===== config.mk =====
export PLATFORM = sky130hd
export DESIGN_NAME = pmmc_top
export DESIGN_NICKNAME = d
export VERILOG_FILES = /design/src/hw/pmmc_pkg.sv /design/src/hw/pmmc_sync.sv /design/src/hw/pmmc_mdio.sv /design/src/hw/pmmc_top.sv
export SDC_FILE = /design/constraint.sdc
export NUM_CORES = 1
export LEC_CHECK = 0
export BUFFER_PORTS_ARGS = -buffer_cell sky130_fd_sc_hd__buf_2
export CAP_MARGIN = 10
export CORE_MARGIN = 4
export CORE_UTILIZATION = 58
export DETAILED_ROUTE_END_ITERATION = 10
export GPL_TIMING_DRIVEN = 0
export PLACE_DENSITY = 0.79
export SLEW_MARGIN = 20
export SYNTH_ARGS = -nofsm -noshare
export SYNTH_HDL_FRONTEND = slang
export SYNTH_SLANG_ARGS = --single-unit

===== constraint.sdc =====
create_clock -name aclk -period 3.1 [get_ports aclk]
set_clock_uncertainty 0.05 [all_clocks]
set_input_delay 0.31 -clock aclk [delete_from_list [all_inputs] [get_ports aclk]]
set_output_delay 0.31 -clock aclk [all_outputs]
set_load 0.01 [all_outputs]

===== src/hw/pmmc_pkg.sv =====
package pmmc_pkg;

    localparam int unsigned PMMC_ADDR_W = 8;

    // Register byte addresses on the AXI4-Lite bus.
    localparam logic [7:0] PMMC_OFF_LOCK    = 8'h00;
    localparam logic [7:0] PMMC_OFF_MODE    = 8'h04;
    localparam logic [7:0] PMMC_OFF_MISC    = 8'h08;
    localparam logic [7:0] PMMC_OFF_STATUS  = 8'h0c;
    localparam logic [7:0] PMMC_OFF_SYSCFG  = 8'h10;
    localparam logic [7:0] PMMC_OFF_DIV     = 8'h14;
    localparam logic [7:0] PMMC_OFF_RADDR   = 8'h18;
    localparam logic [7:0] PMMC_OFF_WDATA_L = 8'h1c;
    localparam logic [7:0] PMMC_OFF_WDATA_H = 8'h20;
    localparam logic [7:0] PMMC_OFF_CMD     = 8'h24;
    localparam logic [7:0] PMMC_OFF_RDATA_L = 8'h28;
    localparam logic [7:0] PMMC_OFF_RDATA_H = 8'h2c;

    // Field positions.
    localparam int unsigned PMMC_MISC_RST_BIT   = 0;
    localparam int unsigned PMMC_MISC_TE_BIT    = 3;
    localparam int unsigned PMMC_MISC_PHY_POWER_DOWN_BIT_BIT  = 5;
    localparam int unsigned PMMC_SYSCFG_SYSTEM_CLOCK_SELECT  = 0;
    localparam int unsigned PMMC_MODE_FORCED    = 2;
    localparam int unsigned PMMC_STAT_MODE_LSB  = 3;

    // Key and command codes.
    localparam logic [7:0] PMMC_UNLOCK_KEY = 8'h53;
    localparam logic [7:0] PMMC_CMD_IDLE   = 8'h00;
    localparam logic [7:0] PMMC_CMD_WRITE  = 8'h01;
    localparam logic [7:0] PMMC_CMD_READ   = 8'h02;

    // Mode field codes.
    localparam logic [2:0] PMMC_MODE_AUTO  = 3'h0;
    localparam logic [2:0] PMMC_MODE_100F  = 3'h4;
    localparam logic [2:0] PMMC_MODE_100H  = 3'h5;
    localparam logic [2:0] PMMC_MODE_10F   = 3'h6;
    localparam logic [2:0] PMMC_MODE_10H   = 3'h7;

    // Reset values.
    localparam logic [7:0] PMMC_RST_BYTE   = 8'h00;
    localparam logic [4:0] PMMC_PHY_ADDR   = 5'h00;

    localparam logic [1:0] PMMC_RESP_OKAY   = 2'h0;
    localparam logic [1:0] PMMC_RESP_SLVERR = 2'h2;

    // Timing.
    localparam int unsigned PMMC_CLK_NS     = 40;
    localparam int unsigned PMMC_PHY_RST_NS = 600000;
    localparam int unsigned PMMC_PHY_RST_CYC =
        (PMMC_PHY_RST_NS + PMMC_CLK_NS - 1) / PMMC_CLK_NS;

    // Management frame layout, clause 22.
    localparam logic [6:0] PMMC_FRAME_LAST = 7'd63;
    localparam logic [6:0] PMMC_TA_POS     = 7'd46;
    localparam logic [6:0] PMMC_DATA_POS   = 7'd48;
    localparam logic [31:0] PMMC_PREAMBLE  = 32'hffffffff;
    localparam logic [1:0] PMMC_ST         = 2'h1;
    localparam logic [1:0] PMMC_OP_WR      = 2'h1;
    localparam logic [1:0] PMMC_OP_RD      = 2'h2;
    localparam logic [1:0] PMMC_TA_WR      = 2'h2;

    typedef struct packed {
        logic [2:0] op_mode;
        logic [2:0] link_state;
    } pmmc_phy_stat_t;

    typedef struct packed {
        logic reset_n;
        logic power_down;
        logic low_amp_10m;
        logic autoneg;
        logic parallel_detect_en;
        logic auto_mdix_en;
        logic speed_100;
        logic full_duplex;
        logic system_clock_fast_sel;
    } pmmc_phy_ctl_t;

    typedef struct packed {
        logic       speed_100;
        logic       full_duplex;
    } pmmc_mode_dec_t;

    function automatic pmmc_mode_dec_t pmmc_decode_mode(input logic [2:0] m);
        pmmc_mode_dec_t d;
        d.speed_100   = 1'b1;
        d.full_duplex = 1'b1;
        unique case (m)
            PMMC_MODE_100H: d.full_duplex = 1'b0;
            PMMC_MODE_10F:  d.speed_100 = 1'b0;
            PMMC_MODE_10H: begin
                d.speed_100   = 1'b0;
                d.full_duplex = 1'b0;
            end
            default: d = d;
        endcase
        return d;
    endfunction

endpackage


===== src/hw/pmmc_sync.sv =====
`timescale 1ns/10ps
module pmmc_sync import pmmc_pkg::*; #(
    parameter int unsigned WIDTH = 1
) (
    input  wire logic             aclk,
    input  wire logic             aresetn,
    input  wire logic [WIDTH-1:0] d,
    output logic      [WIDTH-1:0] q
);
    typedef struct packed {
        logic [WIDTH-1:0] meta;
        logic [WIDTH-1:0] stable;
    } pmmc_sync_st_t;

    pmmc_sync_st_t s_r;
    pmmc_sync_st_t s_nxt;

    always_comb begin
        s_nxt.meta   = d;
        s_nxt.stable = s_r.meta;
    end

    always_ff @(posedge aclk) begin
        if (!aresetn) begin
            s_r <= '0;
        end else begin
            s_r <= s_nxt;
        end
    end

    assign q = s_r.stable;
endmodule


===== src/hw/pmmc_mdio.sv =====
`timescale 1ns/10ps
module pmmc_mdio import pmmc_pkg::*; (
    input  wire logic        aclk,
    input  wire logic        aresetn,
    input  wire logic        start_wr,
    input  wire logic        start_rd,
    input  wire logic [4:0]  phy_addr,
    input  wire logic [4:0]  reg_addr,
    input  wire logic [15:0] wdata,
    input  wire logic [7:0]  div,
    input  wire logic        mdio_in,
    output logic             done,
    output logic [15:0]      rdata,
    output logic             mdc,
    output logic             mdio_o,
    output logic             mdio_oe
);
    typedef struct packed {
        logic        busy;
        logic        is_rd;
        logic        done;
        logic        mdc;
        logic        mdio_o;
        logic        mdio_oe;
        logic [7:0]  cnt;
        logic [6:0]  bitn;
        logic [63:0] sh;
        logic [15:0] rdata;
    } pmmc_mdio_st_t;

    pmmc_mdio_st_t s_r;
    pmmc_mdio_st_t s_nxt;

    // Frame bits go out MSB first; each bit changes on the MDC falling edge.
    always_comb begin
        s_nxt      = s_r;
        s_nxt.done = 1'b0;
        if (!s_r.busy) begin
            if (start_wr || start_rd) begin
                s_nxt.busy    = 1'b1;
                s_nxt.is_rd   = start_rd;
                s_nxt.cnt     = 8'h00;
                s_nxt.bitn    = 7'd0;
                s_nxt.mdc     = 1'b0;
                s_nxt.sh      = {PMMC_PREAMBLE, PMMC_ST, start_rd ? PMMC_OP_RD : PMMC_OP_WR,
                                 phy_addr, reg_addr, PMMC_TA_WR, wdata};
                s_nxt.mdio_o  = 1'b1;
                s_nxt.mdio_oe = 1'b1;
            end
        end else if (s_r.cnt == div) begin
            s_nxt.cnt = 8'h00;
            s_nxt.mdc = !s_r.mdc;
            if (s_r.mdc) begin
                // Sampling at the end of the high phase leaves room for the synchroniser.
                if (s_r.is_rd && s_r.bitn >= PMMC_DATA_POS) begin
                    s_nxt.rdata = {s_r.rdata[14:0], mdio_in};
                end
                if (s_r.bitn == PMMC_FRAME_LAST) begin
                    s_nxt.busy    = 1'b0;
                    s_nxt.done    = 1'b1;
                    s_nxt.mdc     = 1'b0;
                    s_nxt.mdio_oe = 1'b0;
                end else begin
                    s_nxt.bitn    = s_r.bitn + 7'd1;
                    s_nxt.sh      = {s_r.sh[62:0], 1'b0};
                    s_nxt.mdio_o  = s_r.sh[62];
                    s_nxt.mdio_oe = !s_r.is_rd || ((s_r.bitn + 7'd1) < PMMC_TA_POS);
                end
            end
        end else begin
            s_nxt.cnt = s_r.cnt + 8'h01;
        end
    end

    always_ff @(posedge aclk) begin
        if (!aresetn) begin
            s_r <= '0;
        end else begin
            s_r <= s_nxt;
        end
    end

    assign done    = s_r.done;
    assign rdata   = s_r.rdata;
    assign mdc     = s_r.mdc;
    assign mdio_o  = s_r.mdio_o;
    assign mdio_oe = s_r.mdio_oe;
endmodule


===== src/hw/pmmc_top.sv =====
// The placing of the registers and the AXI4-Lite slave port were chosen for this implementation.
`timescale 1ns/10ps
// Notes on behaviour
// - A new speed/duplex setting reaches the PHY only through a PHY hard reset.
// - Status shows link state in bits 2:0, and operating mode in bits 5:3 only while link state bit 0 is set (else 000).
// - Mode register writes land only while the lock is open.
// - Writing 0x53 to the lock opens both control registers; anything else closes.
// - Mode codes: 000 auto, 100/101 100M full/half, 110/111 10M full/half.
// - In auto mode the PHY may link by parallel detection.
// - Crossover detection runs only when the mode top bit is zero.
// - Power-down bit set powers the PHY down and forces slow system clock.
// - Power-down bit cleared restores normal PHY and clock-select choice.
// - A management controller reaches PHY registers through host registers.
// - Write word is high byte plus low byte registers.
// - Command 0x01 writes the word to the PHY, then command clears.
// - Command 0x02 reads the PHY register into read bytes, then command clears.
// - Read word's high byte and low byte sit in separate registers.
module pmmc_top import pmmc_pkg::*; #(
    parameter int unsigned PHY_RST_CYCLES = PMMC_PHY_RST_CYC
) (
    input  wire logic                   aclk,
    input  wire logic                   aresetn,
    input  wire logic                   s_axi_awvalid,
    output logic                        s_axi_awready,
    input  wire logic [PMMC_ADDR_W-1:0] s_axi_awaddr,
    input  wire logic                   s_axi_wvalid,
    output logic                        s_axi_wready,
    input  wire logic [31:0]            s_axi_wdata,
    input  wire logic [3:0]             s_axi_wstrb,
    output logic                        s_axi_bvalid,
    input  wire logic                   s_axi_bready,
    output logic [1:0]                  s_axi_bresp,
    input  wire logic                   s_axi_arvalid,
    output logic                        s_axi_arready,
    input  wire logic [PMMC_ADDR_W-1:0] s_axi_araddr,
    output logic                        s_axi_rvalid,
    input  wire logic                   s_axi_rready,
    output logic [31:0]                 s_axi_rdata,
    output logic [1:0]                  s_axi_rresp,
    input  wire pmmc_phy_stat_t         phy_stat,
    output pmmc_phy_ctl_t               phy_ctl,
    output logic                        mdc,
    input  wire logic                   mdio_i,
    output logic                        mdio_o,
    output logic                        mdio_oe
);
    typedef struct packed {
        logic                   awready;
        logic                   wready;
        logic                   bvalid;
        logic [1:0]             bresp;
        logic                   arready;
        logic                   rvalid;
        logic [1:0]             rresp;
        logic [31:0]            rdata;
        logic                   aw_hold;
        logic [PMMC_ADDR_W-1:0] awaddr;
        logic                   w_hold;
        logic [7:0]             wdata;
        logic                   wlane;
        logic                   unlocked;
        logic [2:0]             mode_cfg;
        logic [2:0]             mode_applied;
        logic                   rst_bit;
        logic [15:0]            rst_cnt;
        logic                   te;
        logic                   phy_power_down_bit;
        logic                   system_clock_select;
        logic [7:0]             div;
        logic [7:0]             raddr;
        logic [7:0]             wd_lo;
        logic [7:0]             wd_hi;
        logic [7:0]             cmd;
        logic [7:0]             rd_lo;
        logic [7:0]             rd_hi;
        logic                   start_wr;
        logic                   start_rd;
        pmmc_phy_ctl_t          ctl;
    } pmmc_top_st_t;

    localparam logic [15:0] RST_LOAD = PHY_RST_CYCLES[15:0];

    pmmc_top_st_t   s_r;
    pmmc_top_st_t   s_nxt;
    pmmc_phy_stat_t stat_s;
    logic           mdio_s;
    logic           mdio_done;
    logic [15:0]    mdio_rdata;

    pmmc_sync #(.WIDTH(7)) u_sync (
        .aclk    (aclk),
        .aresetn (aresetn),
        .d       ({phy_stat, mdio_i}),
        .q       ({stat_s, mdio_s})
    );

    pmmc_mdio u_mdio (
        .aclk     (aclk),
        .aresetn  (aresetn),
        .start_wr (s_r.start_wr),
        .start_rd (s_r.start_rd),
        .phy_addr (PMMC_PHY_ADDR),
        .reg_addr (s_r.raddr[4:0]),
        .wdata    ({s_r.wd_hi, s_r.wd_lo}),
        .div      (s_r.div),
        .mdio_in  (mdio_s),
        .done     (mdio_done),
        .rdata    (mdio_rdata),
        .mdc      (mdc),
        .mdio_o   (mdio_o),
        .mdio_oe  (mdio_oe)
    );

    function automatic logic [7:0] misc_byte(input logic rst, input logic te,
                                             input logic phy_power_down_bit);
        logic [7:0] b;
        b = 8'h00;
        b[PMMC_MISC_RST_BIT]  = rst;
        b[PMMC_MISC_TE_BIT]   = te;
        b[PMMC_MISC_PHY_POWER_DOWN_BIT_BIT] = phy_power_down_bit;
        return b;
    endfunction

    // Read decode: bit 8 flags a mapped address, bits 7:0 carry the byte.
    function automatic logic [8:0] read_reg(input pmmc_top_st_t s, input pmmc_phy_stat_t st,
                                            input logic [PMMC_ADDR_W-1:0] a);
        logic [7:0] b;
        logic       ok;
        b  = 8'h00;
        ok = 1'b1;
        unique case (a)
            PMMC_OFF_LOCK:    b = 8'h00;
            PMMC_OFF_MODE:    b = {5'h00, s.mode_cfg};
            PMMC_OFF_MISC:    b = misc_byte(s.rst_bit, s.te, s.phy_power_down_bit);
            PMMC_OFF_STATUS: begin
                b[2:0] = st.link_state;
                if (st.link_state[0]) begin
                    b[PMMC_STAT_MODE_LSB +: 3] = st.op_mode;
                end
            end
            PMMC_OFF_SYSCFG: b[PMMC_SYSCFG_SYSTEM_CLOCK_SELECT] = s.system_clock_select;
            PMMC_OFF_DIV:     b = s.div;
            PMMC_OFF_RADDR:   b = s.raddr;
            PMMC_OFF_WDATA_L: b = s.wd_lo;
            PMMC_OFF_WDATA_H: b = s.wd_hi;
            PMMC_OFF_CMD:     b = s.cmd;
            PMMC_OFF_RDATA_L: b = s.rd_lo;
            PMMC_OFF_RDATA_H: b = s.rd_hi;
            default:          ok = 1'b0;
        endcase
        return {ok, b};
    endfunction

    logic [8:0]     rd_word;
    logic [8:0]     wr_word;
    pmmc_mode_dec_t dec;

    always_comb begin
        s_nxt          = s_r;
        s_nxt.start_wr = 1'b0;
        s_nxt.start_rd = 1'b0;
        rd_word        = read_reg(s_r, stat_s, s_axi_araddr);
        wr_word        = read_reg(s_r, stat_s, s_r.awaddr);

        // Address and data may arrive in either order; each is held until both are in.
        if (s_axi_awvalid && s_r.awready) begin
            s_nxt.aw_hold = 1'b1;
            s_nxt.awaddr  = s_axi_awaddr;
        end
        if (s_axi_wvalid && s_r.wready) begin
            s_nxt.w_hold = 1'b1;
            s_nxt.wdata  = s_axi_wdata[7:0];
            s_nxt.wlane  = s_axi_wstrb[0];
        end
        if (s_r.bvalid && s_axi_bready) begin
            s_nxt.bvalid = 1'b0;
        end

        if (s_r.aw_hold && s_r.w_hold && !s_r.bvalid) begin
            s_nxt.aw_hold = 1'b0;
            s_nxt.w_hold  = 1'b0;
            s_nxt.bvalid  = 1'b1;
            s_nxt.bresp   = wr_word[8] ? PMMC_RESP_OKAY : PMMC_RESP_SLVERR;
            if (s_r.wlane) begin
                unique case (s_r.awaddr)
                    PMMC_OFF_LOCK: s_nxt.unlocked = (s_r.wdata == PMMC_UNLOCK_KEY);
                    PMMC_OFF_MODE: begin
                        if (s_r.unlocked) begin
                            s_nxt.mode_cfg = s_r.wdata[2:0];
                        end
                    end
                    PMMC_OFF_MISC: begin
                        if (s_r.unlocked) begin
                            s_nxt.te   = s_r.wdata[PMMC_MISC_TE_BIT];
                            s_nxt.phy_power_down_bit = s_r.wdata[PMMC_MISC_PHY_POWER_DOWN_BIT_BIT];
                            if (s_r.wdata[PMMC_MISC_RST_BIT] && !s_r.rst_bit) begin
                                s_nxt.rst_bit      = 1'b1;
                                s_nxt.rst_cnt      = RST_LOAD;
                                s_nxt.mode_applied = s_r.mode_cfg;
                            end
                        end
                    end
                    PMMC_OFF_SYSCFG:  s_nxt.system_clock_select = s_r.wdata[PMMC_SYSCFG_SYSTEM_CLOCK_SELECT];
                    PMMC_OFF_DIV:     s_nxt.div    = s_r.wdata;
                    PMMC_OFF_RADDR:   s_nxt.raddr  = s_r.wdata;
                    PMMC_OFF_WDATA_L: s_nxt.wd_lo  = s_r.wdata;
                    PMMC_OFF_WDATA_H: s_nxt.wd_hi  = s_r.wdata;
                    PMMC_OFF_CMD: begin
                        if (s_r.cmd == PMMC_CMD_IDLE) begin
                            if (s_r.wdata == PMMC_CMD_WRITE) begin
                                s_nxt.cmd      = s_r.wdata;
                                s_nxt.start_wr = 1'b1;
                            end else if (s_r.wdata == PMMC_CMD_READ) begin
                                s_nxt.cmd      = s_r.wdata;
                                s_nxt.start_rd = 1'b1;
                            end
                        end
                    end
                    default: s_nxt.unlocked = s_r.unlocked;
                endcase
            end
        end
        s_nxt.awready = !s_nxt.aw_hold && !(s_nxt.w_hold && s_nxt.bvalid);
        s_nxt.wready  = !s_nxt.w_hold && !(s_nxt.aw_hold && s_nxt.bvalid);

        if (s_axi_arvalid && s_r.arready) begin
            s_nxt.arready = 1'b0;
            s_nxt.rvalid  = 1'b1;
            s_nxt.rdata   = {24'h000000, rd_word[7:0]};
            s_nxt.rresp   = rd_word[8] ? PMMC_RESP_OKAY : PMMC_RESP_SLVERR;
        end else if (s_r.rvalid && s_axi_rready) begin
            s_nxt.rvalid  = 1'b0;
            s_nxt.arready = 1'b1;
        end else if (!s_r.rvalid) begin
            s_nxt.arready = 1'b1;
        end

        // Completion of the management frame frees the command register.
        if (mdio_done) begin
            s_nxt.cmd = PMMC_CMD_IDLE;
            if (s_r.cmd == PMMC_CMD_READ) begin
                s_nxt.rd_hi = mdio_rdata[15:8];
                s_nxt.rd_lo = mdio_rdata[7:0];
            end
        end

        // The hard reset bit holds the PHY in reset for the settle time, then clears.
        if (s_r.rst_bit) begin
            if (s_r.rst_cnt <= 16'h0001) begin
                s_nxt.rst_bit = 1'b0;
            end else begin
                s_nxt.rst_cnt = s_r.rst_cnt - 16'h0001;
            end
        end

        dec                          = pmmc_decode_mode(s_r.mode_applied);
        s_nxt.ctl.reset_n            = !s_r.rst_bit;
        s_nxt.ctl.autoneg            = !s_r.mode_applied[PMMC_MODE_FORCED];
        s_nxt.ctl.parallel_detect_en = !s_r.mode_applied[PMMC_MODE_FORCED];
        s_nxt.ctl.auto_mdix_en       = !s_r.mode_applied[PMMC_MODE_FORCED];
        s_nxt.ctl.speed_100          = dec.speed_100;
        s_nxt.ctl.full_duplex        = dec.full_duplex;
        s_nxt.ctl.low_amp_10m        = s_r.te;
        s_nxt.ctl.power_down         = s_r.phy_power_down_bit;
        s_nxt.ctl.system_clock_fast_sel   = !s_r.system_clock_select && !s_r.phy_power_down_bit && !s_r.rst_bit;
    end

    always_ff @(posedge aclk) begin
        if (!aresetn) begin
            s_r <= '0;
        end else begin
            s_r <= s_nxt;
        end
    end

    assign s_axi_awready = s_r.awready;
    assign s_axi_wready  = s_r.wready;
    assign s_axi_bvalid  = s_r.bvalid;
    assign s_axi_bresp   = s_r.bresp;
    assign s_axi_arready = s_r.arready;
    assign s_axi_rvalid  = s_r.rvalid;
    assign s_axi_rdata   = s_r.rdata;
    assign s_axi_rresp   = s_r.rresp;
    assign phy_ctl       = s_r.ctl;
endmodule


==> results.yml, run 1 <==
die:
  core.rowCount: 48
  dieArea_um2: 20000
  die_x_um: 141
  core_area_um2: 17400
  ios: 119
  initial_core_util_pct: 59.4
  die_y_um: 141
global_routing:
  antenna_found_initial: 1
  use_met1_pct: 35.6
  grt_pass1_wl_mm: 43.7
  grt_most_used_layer: "met2"
  met3_usage_pct: 4.38
  grt_overflow_total: 0
  grt_util_met2_pct: 43.8
  grt_pass1_vias: 8498
  grt_max_degree: 13
  grt_use_total_pct: 26.7
worst_setup_path:
  path_max_fanout: 10
  cp.required_ps: 3480
  cpMostUsedCell: "nand3_1"
  cp-end-kind: "register"
  path_class: "register to register"
  cpPeakStageDelay_ps: 390
  cp_cell_sequence: "ha_1 -> nand3_1 -> o311a_1 -> nand3_1 -> and2_1 -> buf_2 -> clkbuf_1 -> nand3_1 -> o31ai_1"
  critical_path.slowest_cell: "dfxtp_1"
  cp-start-kind: "register"
  arrival_ps: 3150
synthesis:
  synth_warnings: 0
  syn_avg_cell_area_um2: 8.74
  synth_area_um2: 10300
  synth_top_area_share_pct: 46.6
  ys_top_cells_by_count: "240 x dfxtp_1, 122 x nand2_1, 122 x nor2_1, 82 x a21oi_1, 80 x o21ai_0"
  synth_edf_count: 0
  synth_seq_cells: 240
  synthArstFlopShare_pct: 0
  synth_cell_types: 63
  synth.area.top_cells: "dfxtp_1 47%, mux2i_1 5.4%, nand2_1 4.4%, nor2_1 4.4%, a21oi_1 4.0%"
  yosysTopAreaCell: "dfxtp_1"
  synth_ff_type: "dfxtp_1"
  synthCells: 1180
  synth_most_common_cell: "dfxtp_1"
  ys_seq_area_share_pct: 46.6
clock_tree:
  ctsHtreeMaxLevel: 1
  clock_sinks: 240
  cts-root-buf: "clkbuf_16"
  clkLatencyLatePin_ps: 520
  cts_setup_buffers: 0
  cts-buffers-inserted: 25
  cts.clk_slew.worst_paths_ps: 60
  cts_tree: "built"
  clk_path_buf_depth: 3
drt:
  dr.first_iter.drc_count: 768
  via_per_inst: 5.89
  vias: 9136
  routed_wirelength_mm: 27.2
  wire_per_inst_um: 17.6
  drc_errors: 0
  dr.pass1.iters: 8
  ant_nets: 0
timing:
  fin_setup_tns_ps: 0
  max_freq_mhz: 361
  drv_slew: 0
  slew_headroom_pct: 45.4
  min_period_ps: 2770
  fin_ws_ps: 333
  worst_pin_slew_ps: 819
  hold_violations: 0
  fin_crit_sh_pct: 89.3
  rsz0062_at_grt: "false"
  setup_viol_count_final: 0
job:
  cap_violations: 0
place:
  place_ws_ps: 431
  dp.cells: 1494
  dp_hpwl_mm: 18.9
  portBuffers: 64
  finalWeightedCongestion: 0.909
finish:
  n_antenna_cell: 0
  area_delta_synth_final_pct: 15.8
  stdcell_count: 1551
  layout.nets: 1388
  drive_gt1_share_pct: 13.8
power:
  power_density_nw_per_um2: 517
  power_leakage_nw: 5.00
  ir_drop_uv: 524
status:
  status: "finished, final reports clean"
hold_path:
  worstHoldPathType: "input pin to register"
-- cell usage in the layout, fill, tap and decap left out, types with 9 or more instances in the layout --
master / n
dfxtp_1: 240
nand2_1: 122
nor2_1: 122
a21oi_1: 82
o21ai_0: 80
buf_2: 74
nand3_1: 69
clkbuf_1: 65
mux2i_1: 56
buf_4: 46
o31ai_1: 36
and2_1: 29
a221oi_1: 26
conb_1: 26
clkbuf_16: 25
dlygate4sd3_1: 21
nor3_1: 16
and3_1: 11
xor2_1: 11
inv_1: 10
nor4_1: 10
a31oi_1: 10
nand2b_1: 9
-- sequential cells by signal, indices dropped and copies added (netlist names), 2 cells and up --
signal        cells
phy_ctl           7
s_axi_rdata       8
s_nxt             2
s_r             102
u_mdio.rdata     16
u_mdio.s_r       80
u_sync.q          7
u_sync.s_nxt      7
-- report_power, final --
group	leakage (nW)	internal, mW	switching, mW
Sequential	1.94	3.12	0.0302
Clock	0.356	1.55	1.17
Combinational	2.70	0.120	0.194
Total	5.00	4.78	1.39
-- per-layer routing --
layer	wire length, µm	part of all wire [%]	vias to the layer above
met4	1070	3.9	2
met1	11500	42	4286
li1	-	-	4386
met2	12600	46	384
met5	14	0.051	-
met3	1970	7.2	78
-- cells by family (layout without fill, tap and decap cells) --
group / count (synthesis) / in the layout / share of synthesized area (%)
fa+ha+maj: 5 / 5 / 0.607
simple gates: 438 / 438 / 20.3
buf+inv: 138 / 259 / 7.06
mux: 70 / 70 / 7.62
flops: 240 / 240 / 46.6
other cells: 1 / 26 / 0.0364
xor+xnor: 15 / 15 / 1.27
compound gates: 273 / 273 / 16.5
-- path summary, 6_finish.rpt --
| kind | start | end | slack (ps) | depth (start not counted) |
|---|---|---|---|---|
| worst min-delay path | s_axi_wdata[3] | s_r[98]$_SDFFE_PN0P_ | 10 | 3 |
| worst max-delay path | u_mdio.s_r[80]$_SDFFE_PN0P_ | u_mdio.s_r[61]$_SDFFE_PN0P_ | 330 | 9 |
| worst min register to register | u_sync.s_nxt[1]$_SDFF_PN0_ | u_sync.q[1]$_SDFF_PN0_ | 380 | 1 |
| worst max register to register | u_mdio.s_r[80]$_SDFFE_PN0P_ | u_mdio.s_r[61]$_SDFFE_PN0P_ | 330 | 9 |
-- layout make-up --
class / instances / area (µm²)
buffer: 127 / 687
clock buffer: 31 / 688
clock inverter: 5 / 31.3
fill: 1392 / 5420
inverter: 11 / 41.3
multi-input combinational: 827 / 4870
sequential: 240 / 4800
tap: 225 / 282
timing repair buffer: 85 / 531
-- critical path, delay by kind of cell (launching register included) --
kind,cells,cell delay [ps]
AND/OR/NAND/NOR,4,890
flip-flops,1,390
adder cells (fa/ha/maj),1,310
AO/OA/AOI/OAI,2,430
buffers and inverters,2,600
-- metrics by stage --
step / utilization, % / hold WS [ps] / power [mW] / cell area, µm²
2_1_floorplan: - / 362 / 3.39 / 10400
3_3_place_gp: 63.4 / 368 / 3.50 / 11000
3_5_place_dp: 63.4 / 368 / 3.50 / 11000
4_1_cts: 68.8 / 1.40 / 6.20 / 11900
5_1_grt: 68.8 / 9.91 / 6.37 / 11900
6_report: 68.8 / 11.6 / 6.17 / 11900
-- timing repair --
item | CTS | global route
resized for setup | 0 | 0
setup endpoints to repair | 0 | 0
hold buffers | 21 | 0
hold endpoints to repair | 21 | 0
Power figures use the tool's default switching activity.
==> run 2: changes to the inputs <==
Settings changed: CORE_ASPECT_RATIO set to 1.25.
==> results.yml, run 2 (same netlist as run 1, synthesis figures left out) <==
status:
  status: "finished, final reports clean"
timing:
  hold_violations: 0
  min_period_ps: 2910
  max_freq_mhz: 344
  fin_crit_sh_pct: 93.7
  fin_setup_tns_ps: 0
  rsz0062_at_grt: "false"
  fin_hold_ws_ps: 5.89
  setup_viol_count_final: 0
  drv_slew: 0
  slew_headroom_pct: 42.0
  worst_pin_slew_ps: 863
  fin_ws_ps: 195
finish:
  largest_register: "s_r"
  area_delta_synth_final_pct: 17.1
  regArea_um2: 4800
  layout.nets: 1386
  n_antenna_cell: 0
  largest_reg_flops: 102
  final_cell_mix: "240 x dfxtp_1, 122 x nand2_1, 122 x nor2_1, 82 x a21oi_1, 80 x o21ai_0"
  nFillCells: 1378
  stdcell_count: 1555
  multiInputGateArea_um2: 4870
  final_common_cell: "dfxtp_1"
  drive_gt1_share_pct: 14.2
global_routing:
  grt_most_used_layer: "met2"
  grt_max_degree: 15
  met3_usage_pct: 3.33
  grt_pass1_vias: 8636
  antenna_found_initial: 0
  grt_use_total_pct: 26.3
  grt_util_met2_pct: 46.3
  grt_pass1_wl_mm: 43.0
  use_met1_pct: 31.9
  grt_overflow_total: 0
place:
  finalWeightedCongestion: 0.960
  dp.cells: 1493
  portBuffers: 64
  dp_hpwl_mm: 19.0
  place_ws_ps: 321
clock_tree:
  clk_path_buf_depth: 3
  ctsHtreeMaxLevel: 1
  cts-root-buf: "clkbuf_16"
  cts_setup_buffers: 0
  cts.clk_slew.worst_paths_ps: 60
  clkLatencyLatePin_ps: 520
  clock_sinks: 240
  cts-buffers-inserted: 24
  cts_resized: 0
  cts_tree: "built"
drt:
  dr.first_iter.drc_count: 736
  ant_nets: 0
  drc_errors: 0
  dr.pass1.iters: 6
  wire_per_inst_um: 17.3
  via_per_inst: 5.83
  routed_wirelength_mm: 26.9
  vias: 9063
job:
  cap_violations: 0
die:
  die_y_um: 157
  dieArea_um2: 20000
  die_x_um: 127
  core.rowCount: 54
  initial_core_util_pct: 59.1
  core_area_um2: 17400
  ios: 119
worst_setup_path:
  path_max_fanout: 6
  reg2reg_setup_slack_ps: 190
  cp.required_ps: 3450
  cp-start-kind: "register"
  arrival_ps: 3250
  cp-end-kind: "register"
  path_class: "register to register"
power:
  ir_drop_uv: 517
  power_density_nw_per_um2: 545
  power_leakage_nw: 5.07
hold_path:
  worstHoldPathType: "input pin to register"
run 2: cell count changes in the layout (fill, tap and decap cells not counted):
cell / before / now
bufinv_16: 0 / 4
clkbuf_8: 5 / 8
clkinv_2: 3 / 4
clkinvlp_4: 1 / 0
dlygate4sd3_1: 21 / 20
inv_6: 1 / 0
run 2: metal layers:
layer  up-vias  share of wire, %
met3        80               7.0
met2       370                49
met1      4228                39
met4         0               4.6
li1       4385                 -
met5         -                 0
run 2: power by group:
group / total, mW / internal [mW] / leakage (nW) / switching, mW
clock network: 3.13 / 1.96 / 0.433 / 1.17
logic: 0.309 / 0.119 / 2.70 / 0.189
registers: 3.14 / 3.11 / 1.94 / 0.0299
run 2: layout make-up:
| cell class | count | area share, % |
|---|---|---|
| buffer | 127 | 5.69 |
| sequential | 240 | 39.8 |
| timing repair buffer | 84 | 4.31 |
| tap | 224 | 2.32 |
| multi-input combinational | 827 | 40.3 |
| inverter | 11 | 0.342 |
| clock buffer | 34 | 6.04 |
| clock inverter | 8 | 1.16 |
run 2: path summary, 6_finish.rpt:
check / cells after the start / start / end
setup / recovery: 6 / s_r[30]$_SDFFE_PP0P_ / s_r[29]$_SDFFE_PP0P_
hold / removal: 3 / s_axi_wdata[4] / s_r[99]$_SDFFE_PN0P_
setup reg to reg: 6 / s_r[30]$_SDFFE_PP0P_ / s_r[29]$_SDFFE_PP0P_
hold reg to reg: 1 / u_sync.s_nxt[5]$_SDFF_PN0_ / u_sync.q[5]$_SDFF_PN0_
run 2: worst max-delay path: stages (launching register included):
cell,delay (ps)
dfxtp_1,330
or4_1,550
nor4_1,480
nand2_1,120
nor4_1,670
a21oi_1,340
and2_1,260
run 2: stage by stage:
stage	cell area, µm²	utilization (%)	power [mW]
after floorplan	10400	-	3.39
after global placement	11000	63.1	3.49
after detailed placement	11000	63.1	3.49
after CTS	12100	69.3	6.61
after global routing	12100	69.3	6.78
final	12100	69.3	6.59
run 2: what timing repair did:
| item | in CTS | in global routing |
|---|---|---|
| hold buffers | 20 | 0 |
| endpoints found under the setup margin | 0 | 0 |
| hold endpoints to repair | 20 | 0 |
==> run 3: changes to the inputs <==
Settings changed: CORE_UTILIZATION 58 to 59, PLACE_DENSITY 0.79 to 0.8, SYNTH_HIERARCHICAL set to 1.
==> results.yml, run 3 <==
synthesis:
  synthCells: 1272
  synth_compound_area_share_pct: 17.5
  synth_seq_cells: 240
  yosysTopAreaCell: "dfxtp_1"
  synthAdderAreaFrac_pct: 0.567
  synth-xor-area-share_pct: 1.62
  synth_edf_count: 0
  synth_cell_types: 81
  synthArstFlopShare_pct: 0
  syn_avg_cell_area_um2: 8.67
  synth_top_area_share_pct: 43.6
  yosys.area_share.simple_pct: 22.2
  synthMuxAreaShare_pct: 5.90
  ys_seq_area_share_pct: 43.6
  synth_warnings: 6
  ys_top_cells_by_count: "240 x dfxtp_1, 197 x nand2_1, 88 x a21oi_1, 64 x clkbuf_1"
  synth.area.top_cells: "dfxtp_1 44%, nand2_1 6.7%, buf_4 4.3%, o31ai_1 4.3%, mux2i_1 4.3%"
  synth_area_um2: 11000
  synth_top_family_by_area: "simple AND/OR/NAND/NOR gates"
  synth_ff_type: "dfxtp_1"
  synth_most_common_cell: "dfxtp_1"
power:
  switching_share_pct: 21.5
  combinationalPowerShare_pct: 4.9
  power_leakage_nw: 4.94
  ir_drop_uv: 440
  p_seq_share_pct: 46.8
  power_density_nw_per_um2: 524
  pwr-share-clk_pct: 48.2
  power.switching_mw: 1.45
  total_power_mw: 6.71
  p_int_mw: 5.27
drt:
  dr.first_iter.drc_count: 841
  routed_wirelength_mm: 30.1
  drc_errors: 0
  dr.pass1.iters: 5
  via_per_inst: 5.94
  wire_per_inst_um: 18.2
  vias: 9811
  ant_nets: 0
clock_tree:
  cts-root-buf: "clkbuf_16"
  clkLatencyLatePin_ps: 510
  ctsHtreeMaxLevel: 1
  cts_setup_buffers: 0
  cts-buffers-inserted: 24
  cts_tree: "built"
  clk_path_buf_depth: 3
  cts.clk_slew.worst_paths_ps: 60
  clock_sinks: 240
finish:
  final_cell_mix: "240 x dfxtp_1, 197 x nand2_1, 88 x a21oi_1, 78 x buf_2, 66 x clkbuf_1"
  layout.nets: 1478
  multiInputGateArea_um2: 5390
  regArea_um2: 4800
  n_antenna_cell: 0
  fin_util_pct: 70.2
  fin_area_um2: 12800
  final_common_cell: "dfxtp_1"
  drive_gt1_share_pct: 16.9
  stdcell_count: 1652
  largest_reg_flops: 102
  largest_register: "s_r"
  nFillCells: 1439
  area_delta_synth_final_pct: 16.1
timing:
  fin_hold_ws_ps: 11.7
  max_freq_mhz: 362
  drv_slew: 0
  slew_headroom_pct: 31.3
  setup_viol_count_final: 0
  rsz0062_at_grt: "false"
  fin_setup_tns_ps: 0
  hold_violations: 0
  worst_pin_slew_ps: 1020
  fin_crit_sh_pct: 89.0
  fin_ws_ps: 341
  min_period_ps: 2760
worst_setup_path:
  cp-endpoint: "u_mdio/s_r[75]$_SDFFE_PN0P_"
  path_class: "register to register"
  cp.required_ps: 3440
  critPathLaunch: "u_mdio/s_r[80]$_SDFFE_PN0P_"
  arrival_ps: 3090
  r2r-end: "u_mdio/s_r[75]$_SDFFE_PN0P_"
  cp-end-kind: "register"
  path_max_fanout: 10
  cp-start-kind: "register"
  r2r_start: "u_mdio/s_r[80]$_SDFFE_PN0P_"
  reg2reg_setup_slack_ps: 340
  reg2reg_depth: 7
global_routing:
  antenna_found_initial: 0
  grt_overflow_total: 0
  grt_use_total_pct: 28.0
  grt_max_degree: 15
  grt_pass1_vias: 9442
  grt_pass1_wl_mm: 47.9
die:
  die_x_um: 130
  dieArea_um2: 21000
  ios: 119
  die_y_um: 161
  initial_core_util_pct: 60.5
  core.rowCount: 55
  core_area_um2: 18200
place:
  portBuffers: 62
  dp.cells: 1592
  dp_hpwl_mm: 21.5
  finalWeightedCongestion: 0.991
  place_ws_ps: 361
  placedInstanceArea_um2: 11700
status:
  status: "finished, final reports clean"
job:
  cap_violations: 0
hold_path:
  whs_path_depth: 3
  worstHoldPathType: "input pin to register"
## run 3: cell types whose count changed in the layout (fill, tap and decap cells not counted), sizes merged, moves of 9 or more
cell and delta:
nand4 +42, mux2i -9, a31oi +22, nand2 +76
a221oi -24, nand3 -22, nor2 -62, o21ai -35
o31ai +27, xnor2 +9, buf +27, nor3 +9
## run 3: kinds of logic after synthesis
group | count (synthesis)
AO/OA/AOI/OAI | 298
XOR/XNOR | 17
other | 1
AND/OR/NAND/NOR | 478
buffers and inverters | 172
multiplexers | 61
flip-flops | 240
adder cells (fa/ha/maj) | 5
## run 3: repair_timing
item | CTS | global route
gates resized for setup | 0 | 0
endpoints found under the hold margin | 17 | 0
hold buffers | 17 | 0
## run 3: power by group through the flow
stage	Sequential, mW	Combinational (mW)	Clock (mW)
floorplan	3.20	0.204	0
global placement	3.21	0.304	0
detailed placement	3.21	0.306	0
CTS	3.14	0.325	3.27
global route	3.15	0.361	3.38
finish	3.14	0.331	3.24
## run 3: worst min-delay path by stage
stage	startpoint	end
global placement	s_r[87]$_SDFFE_PN0P_	phy_ctl[1]$_SDFF_PN0_
CTS	s_axi_wstrb[0]	s_r[94]$_SDFFE_PN0P_
floorplan	s_r[87]$_SDFFE_PN0P_	phy_ctl[1]$_SDFF_PN0_
finish	s_axi_awaddr[3]	s_r[107]$_SDFFE_PN0P_
detailed placement	s_r[87]$_SDFFE_PN0P_	phy_ctl[1]$_SDFF_PN0_
global route	s_axi_wdata[0]	s_r[95]$_SDFFE_PN0P_
## run 3: cell type report
type,count,area share [%]
multi-input combinational,890,42.1
sequential,240,37.5
buffer,158,6.95
clock buffer,33,5.59
timing repair buffer,79,3.75
tap,228,2.23
clock inverter,10,1.42
inverter,14,0.410
## run 3: worst max-delay path: stages, from the launching register on
cell and delay [ps]:
dfxtp_1 470, ha_1 300, nand2_1 130, nor3_1 480, nor4_2 130, nor2_1 600, buf_2 350, o31ai_1 110
## run 3: metal layers
metal	vias up	GRT usage [%]	share of wire, %	wire [µm]
met3	93	3.26	5.0	1510
li1	4762	-	-	-
met2	354	48.9	50	15100
met4	0	13.3	5.2	1560
met1	4602	33.9	40	12000
met5	-	0	0	0
